<file path="src/pkg/can_ctl_pkg.sv">
// constants and register map of the can control and bit-timing slice
// Functional notes
// - control one writable only in initialization mode
// - module enable written once, unless special mode
// - module enable bit 7 enables controller
// - bit 6 picks oscillator or bus clock
// - loopback feeds transmit stream into receiver
// - listen-only: receive, no acknowledge, no errors
// - listen-only freezes both error counters
// - listen-only transmits no messages
// - bit 3 picks automatic or requested recovery
// - bit 2 picks any-dominant or filtered wake
// - sleep acknowledge set on sleep entry
// - sleep acknowledge cleared by request clear, wake
// - init acknowledge marks initialization mode
// - configuration writes only during initialization mode
// - timing zero readable always, written in init
// - jump width is field plus one quanta
// - prescaler divides protocol clock by field+1
// - init request aborts traffic, drops synchronization
// - sleep honoured only while bus idle
package can_ctl_pkg;
  // register offsets
  localparam logic [1:0] OFS_CONTROL_ZERO = 2'h0;
  localparam logic [1:0] OFS_CONTROL_ONE  = 2'h1;
  localparam logic [1:0] OFS_TIMING_ZERO  = 2'h2;
  // control zero field positions
  localparam int BIT_INIT_REQUEST  = 0;
  localparam int BIT_SLEEP_REQUEST = 1;
  localparam int BIT_WAKE_ENABLE   = 2;
  // control one field positions
  localparam int BIT_MODULE_ENABLE = 7;
  localparam int BIT_CLOCK_SELECT  = 6;
  localparam int BIT_LOOPBACK      = 5;
  localparam int BIT_LISTEN_ONLY   = 4;
  localparam int BIT_BUSOFF_SELECT = 3;
  localparam int BIT_WAKE_FILTER   = 2;
  localparam int BIT_SLEEP_ACK     = 1;
  localparam int BIT_INIT_ACK      = 0;
  // timing zero fields
  localparam int JUMP_MSB = 7;
  localparam int JUMP_LSB = 6;
  localparam int PRESC_MSB = 5;
  // reset values
  localparam logic [7:0] RST_CONTROL_ZERO = 8'h01;
  localparam logic [7:0] RST_CONTROL_ONE  = 8'h01;
  localparam logic [7:0] RST_TIMING_ZERO  = 8'h00;
  // timing
  localparam int CLK_MHZ        = 25;
  localparam int WAKE_FILTER_NS = 2000;
  localparam int WAKE_FILTER_CYC = (WAKE_FILTER_NS * CLK_MHZ + 999) / 1000;
endpackage

</file>
<file path="src/rtl/can_control_and_bit_timing.sv">
// control register one, bit-timing register zero and mode handshakes
`timescale 1ns/1ps
module can_control_and_bit_timing #(
  parameter int WAKE_CYC = can_ctl_pkg::WAKE_FILTER_CYC
) (
  // clock and reset
  input  wire logic       clk_sys,
  input  wire logic       rst_n,
  // register port
  input  wire logic [1:0] reg_addr,
  input  wire logic [7:0] reg_wdata,
  input  wire logic       reg_wr,
  input  wire logic       reg_rd,
  output logic [7:0]      reg_rdata,
  // system
  input  wire logic       special_mode,
  input  wire logic       osc_tick,
  // protocol core side
  input  wire logic       core_tx_bit,
  input  wire logic       core_bus_idle,
  output logic            core_rx_bit,
  output logic            core_abort,
  output logic            core_enable,
  output logic            core_sleep,
  output logic            tq_tick,
  output logic [2:0]      jump_width_tq,
  output logic            ack_enable,
  output logic            tx_enable,
  output logic            err_count_freeze,
  output logic            busoff_recovery_select,
  // pins
  input  wire logic       can_rx_pin,
  output logic            can_tx_pin
);
  initial begin
    if (WAKE_CYC < 1 || WAKE_CYC > 65535) begin
      $error("wake filter count out of range");
    end
  end

  logic [7:0]  control_zero_r;
  logic [7:0]  control_one_r;
  logic [7:0]  timing_zero_r;
  logic        enable_written_r;
  logic [5:0]  presc_cnt_r;
  logic [15:0] wake_cnt_r;
  logic        rx_s1_r;
  logic        rx_s2_r;

  // decode
  wire init_mode   = control_zero_r[can_ctl_pkg::BIT_INIT_REQUEST] &
                     control_one_r[can_ctl_pkg::BIT_INIT_ACK];
  wire sleep_mode  = control_zero_r[can_ctl_pkg::BIT_SLEEP_REQUEST] &
                     control_one_r[can_ctl_pkg::BIT_SLEEP_ACK];
  wire wr_ctl0     = reg_wr & (reg_addr == can_ctl_pkg::OFS_CONTROL_ZERO);
  wire wr_ctl1     = reg_wr & (reg_addr == can_ctl_pkg::OFS_CONTROL_ONE) & init_mode;
  wire wr_btr0     = reg_wr & (reg_addr == can_ctl_pkg::OFS_TIMING_ZERO) & init_mode;
  wire enable_ok   = special_mode | ~enable_written_r;
  wire module_en   = control_one_r[can_ctl_pkg::BIT_MODULE_ENABLE];
  wire listen_only = control_one_r[can_ctl_pkg::BIT_LISTEN_ONLY];
  wire loopback    = control_one_r[can_ctl_pkg::BIT_LOOPBACK];
  wire wake_filter = control_one_r[can_ctl_pkg::BIT_WAKE_FILTER];
  wire wake_on     = control_zero_r[can_ctl_pkg::BIT_WAKE_ENABLE];
  wire rx_dominant = ~rx_s2_r;

  // wake: any dominant level, or dominant held for the filter length
  wire wake_event  = sleep_mode & wake_on & rx_dominant &
                     (~wake_filter | (wake_cnt_r >= 16'(WAKE_CYC - 1)));

  // request bits: cpu cannot drop a request before its acknowledge
  wire init_req_w  = reg_wdata[can_ctl_pkg::BIT_INIT_REQUEST];
  wire slp_req_w   = reg_wdata[can_ctl_pkg::BIT_SLEEP_REQUEST];
  wire init_req_nxt = wr_ctl0 ? (init_req_w | (control_zero_r[0] & ~init_mode))
                              : control_zero_r[0];
  wire slp_req_set = wr_ctl0 ? (slp_req_w | (control_zero_r[1] & ~sleep_mode))
                             : control_zero_r[1];
  wire slp_req_nxt = slp_req_set & ~wake_event;
  wire wake_en_nxt = wr_ctl0 ? reg_wdata[can_ctl_pkg::BIT_WAKE_ENABLE] : wake_on;

  // init acknowledge follows its request one cycle later; sleep acknowledge also waits for an idle bus and no init request
  wire init_ack_nxt = control_zero_r[0];
  wire slp_ack_nxt  = control_zero_r[1] & ~wake_event &
                      (control_one_r[1] | (core_bus_idle & ~control_zero_r[0]));

  // protocol clock: oscillator tick or every bus clock
  wire prot_tick = control_one_r[can_ctl_pkg::BIT_CLOCK_SELECT] | osc_tick;
  wire presc_run = module_en & ~control_zero_r[0];
  wire presc_end = presc_cnt_r == timing_zero_r[can_ctl_pkg::PRESC_MSB:0];

  // read mux
  wire [7:0] rd_mux = (reg_addr == can_ctl_pkg::OFS_CONTROL_ZERO) ?
                        {5'h00, control_zero_r[2:0]} :
                      (reg_addr == can_ctl_pkg::OFS_CONTROL_ONE) ? control_one_r :
                      (reg_addr == can_ctl_pkg::OFS_TIMING_ZERO) ? timing_zero_r : 8'h00;

  // pin synchroniser
  always_ff @(posedge clk_sys) begin
    if (!rst_n) begin
      rx_s1_r <= 1'b1;
      rx_s2_r <= 1'b1;
    end else begin
      rx_s1_r <= can_rx_pin;
      rx_s2_r <= rx_s1_r;
    end
  end

  // control zero: requests and wake enable
  always_ff @(posedge clk_sys) begin
    if (!rst_n) begin
      control_zero_r <= can_ctl_pkg::RST_CONTROL_ZERO;
    end else begin
      control_zero_r <= {5'h00, wake_en_nxt, slp_req_nxt, init_req_nxt};
    end
  end

  // control one: configuration only in init mode, acks always tracked
  always_ff @(posedge clk_sys) begin
    if (!rst_n) begin
      control_one_r    <= can_ctl_pkg::RST_CONTROL_ONE;
      enable_written_r <= 1'b0;
    end else begin
      if (wr_ctl1) begin
        control_one_r[6:2] <= reg_wdata[6:2];
        if (enable_ok) begin
          control_one_r[7] <= reg_wdata[7];
        end
        enable_written_r <= 1'b1;
      end
      control_one_r[1] <= slp_ack_nxt;
      control_one_r[0] <= init_ack_nxt;
    end
  end

  // timing zero: jump width and prescaler
  always_ff @(posedge clk_sys) begin
    if (!rst_n) begin
      timing_zero_r <= can_ctl_pkg::RST_TIMING_ZERO;
    end else if (wr_btr0) begin
      timing_zero_r <= reg_wdata;
    end
  end

  // quantum divider, held in reset while initializing so it restarts aligned
  always_ff @(posedge clk_sys) begin
    if (!rst_n || !presc_run) begin
      presc_cnt_r <= 6'h00;
      tq_tick     <= 1'b0;
    end else begin
      tq_tick <= prot_tick & presc_end;
      if (prot_tick) begin
        presc_cnt_r <= presc_end ? 6'h00 : presc_cnt_r + 6'h01;
      end
    end
  end

  // wake filter counter, saturating; counts only dominant time in sleep
  always_ff @(posedge clk_sys) begin
    if (!rst_n || !(sleep_mode && rx_dominant)) begin
      wake_cnt_r <= 16'h0000;
    end else if (wake_cnt_r != 16'hffff) begin
      wake_cnt_r <= wake_cnt_r + 16'h0001;
    end
  end

  // register read port, data valid the cycle after the strobe only
  always_ff @(posedge clk_sys) begin
    if (!rst_n) begin
      reg_rdata <= 8'h00;
    end else begin
      reg_rdata <= reg_rd ? rd_mux : 8'h00;
    end
  end

  // core controls; tx forced recessive on init request to protect the bus
  always_ff @(posedge clk_sys) begin
    if (!rst_n) begin
      core_rx_bit            <= 1'b1;
      core_abort             <= 1'b1;
      core_enable            <= 1'b0;
      core_sleep             <= 1'b0;
      jump_width_tq          <= 3'h1;
      ack_enable             <= 1'b0;
      tx_enable              <= 1'b0;
      err_count_freeze       <= 1'b0;
      busoff_recovery_select <= 1'b0;
      can_tx_pin             <= 1'b1;
    end else begin
      core_rx_bit   <= loopback ? core_tx_bit : rx_s2_r;
      core_abort    <= init_req_nxt;
      core_enable   <= module_en;
      core_sleep    <= slp_ack_nxt & slp_req_nxt;
      jump_width_tq <= {1'b0, timing_zero_r[can_ctl_pkg::JUMP_MSB:can_ctl_pkg::JUMP_LSB]}
                       + 3'h1;
      ack_enable    <= ~listen_only;
      tx_enable     <= ~listen_only & module_en;
      err_count_freeze <= listen_only;
      busoff_recovery_select <= control_one_r[can_ctl_pkg::BIT_BUSOFF_SELECT];
      can_tx_pin    <= (init_req_nxt | listen_only | loopback | ~module_en) ? 1'b1
                       : core_tx_bit;
    end
  end
endmodule

</file>
<file path="config.mk">
export PLATFORM = sky130hd
export DESIGN_NAME = can_control_and_bit_timing
export DESIGN_NICKNAME = d
export VERILOG_FILES = /design/src/pkg/can_ctl_pkg.sv /design/src/rtl/can_control_and_bit_timing.sv
export SDC_FILE = /design/constraint.sdc
export NUM_CORES = 1
export LEC_CHECK = 0
export BUFFER_PORTS_ARGS = -buffer_cell sky130_fd_sc_hd__buf_2
export CAP_MARGIN = 20
export CORE_ASPECT_RATIO = 0.5
export CORE_MARGIN = 4
export CORE_UTILIZATION = 50
export DETAILED_ROUTE_END_ITERATION = 8
export GPL_ROUTABILITY_DRIVEN = 1
export PLACE_DENSITY = 0.74
export SLEW_MARGIN = 20
export SYNTH_ARGS = -nofsm -noshare
export SYNTH_HDL_FRONTEND = slang
export SYNTH_SLANG_ARGS = --single-unit
</file>
<file path="constraint.sdc">
create_clock -name clk_sys -period 1.45 [get_ports clk_sys]
set_input_delay 0.29 -clock clk_sys [delete_from_list [all_inputs] [get_ports clk_sys]]
set_output_delay 0.29 -clock clk_sys [all_outputs]
set_load 0.01 [all_outputs]
</file>
==> results.md <==
- The count of max-cap constraint violations is 0.
- The fmax is 629 MHz.
- The count of state elements after synthesis is 64.
- For this design the static power due to leakage is about 1.5 nW.
- The biggest cell delay along the critical path is 0.48 ns.
- The synthesis warning total is 0.
- At the pin with the least slew margin, the transition time is ~0.65 ns.
- Counting the buffers created by CTS gives 9.
- The most used flip-flop cell after synthesis is sky130_fd_sc_hd__dfxtp_1.
- The normalized max-slew margin is a little under three fifths.
- The async set-or-reset flop fraction in the synthesized netlist is 0%.
- On the final layout, the worst clock skew is about 0.0087 ns.
- For the finished layout, the period the worst path requires is about 1.6 ns.
- Broken down by cell family, the worst path's largest delay share belongs to simple AND/OR/NAND/NOR gates.
- The final setup violation count is 14.
- In this run the cell area measured after placement is roughly 0.0032 mm2.
- The nature of the critical path endpoint is a flip-flop.
- After routing the design area is roughly 0.0036 mm2.
- The total of buffers placed on input and output ports is 39.
- Entering global routing, the biggest net connects 22 pins.
- The final core area utilization is between 70% and 80%.
- Traced cell by cell, the critical path runs through buf_4 > buf_4 > and4_4 > nand2b_4 > or4_1 > a21oi_1.
- The number of antenna violations at the first check in global routing is 0.
- Synthesis instantiated 49 different standard cells from the library.
- In this run the power density over the cells is between 1000 and 1500 mW/mm2.
- The number of pins exceeding their max-slew limit in the final report is 0.
- Of the cells placed in the final design, the portion with a size suffix greater than 1 is between 30% and 40%.
- After layout, the worst setup slack is -0.139 ns.
- The master of the slowest instance on the critical path is sky130_fd_sc_hd__or4_1.
- For the worst setup path, the data required time is about 1.7 ns.
- The worst path uses 110% of the clock period.
- The multi-input combinational cells in the finished layout cover a total of about 0.0015 mm2.
- The largest buffer count on any clock path is 2.
- The global placer's final weighted congestion is about 0.83.
- The clock tree synthesis step divided the H-tree into 3 levels.
- Using the TritonRoute via totals, the vias-per-cell ratio works out to approximately 5.3.
- The CTS tree is built.
- The iteration-0 DRC count of the detailed router is between 100 and 150.
- After clock tree synthesis, the clock-pin slew on the worst setup and hold paths is 0.07 ns.
- From left edge to right edge, the die measures between 100 and 150 um.
- The die covers between 0.006 and 0.007 mm2.
- The startpoint type of the worst setup path is a flip-flop.
- The number of global-route vias before repair came to about 2300.
- The hold violation count in the final report is 0.
- The checks that failed: negative setup slack.
- The data arrival time at the worst-slack endpoint is between 1.5 and 2 ns.
- The classification of the worst setup path is reg -> reg.
- The buffer and inverter count on the worst path is 2.
- The cell area after synthesis is around 0.0027 mm2.
- For this run the aggregate overflow at the end of global routing stands at 0.
- Once detail routing completed, the nets flagged for antenna violations numbered 0.
- The cell sitting at the root of the clock tree is a sky130_fd_sc_hd__clkbuf_8.
- The number of clock sinks seen by CTS is 64.
- The number of nets handed over by synthesis was around 310.
- The routed design has between 6000 and 7000 um of wire.
- The half-perimeter wire length after placement is about 4500 um.
- Fill cells in the final layout number 375.
- The first TritonRoute pass finished after 4 iterations.
- The worst-case IR drop observed on VDD is 0.000635 V.
- The area used by sequential logic in the layout is roughly 0.0013 mm2.
- The largest fanout on the critical path is 5.
- Setup repair after global routing could not meet its margin everywhere.
- The most frequent cell on the critical path is sky130_fd_sc_hd__buf_4.
- The floorplan step defined a core boundary enclosing between 0.005 and 0.006 mm2.
- The die height is 59.9 um.
- The repair_antennas step left the layout with diodes totalling 0.
- The global-route wire length before repair is ~11000 um.
- The min-delay analysis places its worst path in the category in -> reg.
- After the last flow step, the layout net total stands at 385.
- In the final routed layout, each cell accounts on average for 15.1 um.
- The number of cells after detailed placement is 415.
- At the later pin of the worst-skew pair, clock insertion delay measures 0.34 ns.
- The routed layout has about 2300 vias.
- The number of cells in the finished layout apart from fillers is roughly 440.
- The total track usage is between 20% and 30%.
- The sequential cell area fraction in the yosys report is a little under half.
- From synthesis to final layout, the design area changed by 35.3%.
- The average instance in the mapped netlist occupies about 9.4 um2.
- Once the floorplan was initialized, standard cells occupied between 50% and 60% of the core.
- The cell row count is 18.
- The synthesized instance count is 285.
- The sum of negative setup slack is -0.900 ns.
- Yosys mapped a number of flops with a built-in enable equal to 0.
- 40 I/O pins were placed.
- The run finished, with violations left.
- The remaining routing DRC violations is 0.
metal layers:
metal / up-vias / global-route usage, % / share of wire (%)
met2: 46 / 37.0 / 51
met3: 6 / 6.07 / 4.1
li1: 1168 / - / -
met5: - / 0 / 0
met1: 1078 / 23.1 / 44
met4: 0 / 8.49 / 1.2
synth_stat cells, drive strengths merged (6+ instances only):
library cell | instances | area, um2
a21oi | 10 | 50.1
a22oi | 6 | 45.0
a31oi | 6 | 37.5
dfxtp | 64 | 1280
mux2i | 17 | 170
nand2 | 25 | 93.8
nand3 | 6 | 30.0
nor2 | 27 | 104
nor2b | 20 | 125
nor3 | 9 | 45.0
o21ai | 9 | 45.0
xor2 | 10 | 87.6
metrics by stage:
stage,total power [mW],setup WS [ns],hold slack [ns]
3_3_place_gp,2.04,-0.0500,0.396
3_5_place_dp,2.04,-0.167,0.402
5_1_grt,3.82,-0.182,0.131
6_report,3.67,-0.139,0.153
4_1_cts,3.71,-0.146,0.138
2_1_floorplan,1.96,-0.0233,0.386
registers in the layout, indices dropped and copies added, names as in the netlist, 3 cells and up:
register and cells:
wake_cnt_r 16, jump_width_tq 3, presc_cnt_r 6, control_one_r 8, reg_rdata 8, control_zero_r 3
timing_zero_r 8
kinds of logic (layout without fill, tap and decap cells):
kind of cell,Yosys count,count (layout),share of synthesized area (%)
and+or+nand+nor,121,121,24.4
xor gates and xnor gates,11,11,3.58
muxes,17,17,6.32
buffers and inverters,15,96,2.56
adders and majority gates,5,5,2.32
AOI/OAI and AO/OA,52,52,13.2
DFF,64,64,47.6
path summary, 6_finish.rpt:
check	depth (start not counted)	from	slack, ns	endpoint
worst max-delay path	6	wake_cnt_r[1]	-0.14	wake_cnt_r[9]
worst max register to register	6	wake_cnt_r[1]	-0.14	wake_cnt_r[9]
worst min register to register	1	rx_s1_r	0.42	rx_s2_r
worst min-delay path	2	can_rx_pin	0.15	rx_s1_r
cell type report:
class                   count  area share [%]
multi-input cells         206            42.0
flip-flops and latches     64            35.6
repair buffers             75            13.3
clock buffers              11            3.88
well taps                  70            2.40
clock inverters             5            2.20
inverters                   5           0.584
what timing repair did:
action / 4_1_cts / 5_1_grt
resized for setup: 15 / 30
setup endpoints to repair: 11 / 24
hold buffers: 0 / 0
pin swaps: 5 / 14
buffers inserted: 3 / 2
power breakdown:
group          switching, mW  internal [mW]  total (mW)  leakage [nW]
Combinational          0.104         0.0935       0.198         0.826
Clock                  0.655           1.01        1.67         0.106
Sequential            0.0205           1.79        1.81         0.522
Total                  0.780           2.89        3.67          1.45
cell usage in the layout, fill, tap and decap left out, types with 3 or more instances in the layout:
| cell type | instances |
|---|---|
| sky130_fd_sc_hd__and3_1 | 3 |
| sky130_fd_sc_hd__o21ai_0 | 8 |
| sky130_fd_sc_hd__nor2_1 | 25 |
| sky130_fd_sc_hd__a31oi_1 | 5 |
| sky130_fd_sc_hd__inv_1 | 3 |
| sky130_fd_sc_hd__nand2b_1 | 4 |
| sky130_fd_sc_hd__a22oi_1 | 6 |
| sky130_fd_sc_hd__a21oi_1 | 10 |
| sky130_fd_sc_hd__xor2_1 | 10 |
| sky130_fd_sc_hd__dfxtp_2 | 5 |
| sky130_fd_sc_hd__nor4_2 | 3 |
| sky130_fd_sc_hd__clkbuf_8 | 10 |
| sky130_fd_sc_hd__a211oi_1 | 4 |
| sky130_fd_sc_hd__buf_4 | 33 |
| sky130_fd_sc_hd__mux2i_1 | 17 |
| sky130_fd_sc_hd__dfxtp_1 | 57 |
| sky130_fd_sc_hd__and2_1 | 4 |
| sky130_fd_sc_hd__nor3_1 | 8 |
| sky130_fd_sc_hd__nand2_1 | 25 |
| sky130_fd_sc_hd__buf_2 | 39 |
| sky130_fd_sc_hd__nor2b_1 | 18 |
| sky130_fd_sc_hd__nand3_1 | 3 |
Power figures use the tool's default switching activity.
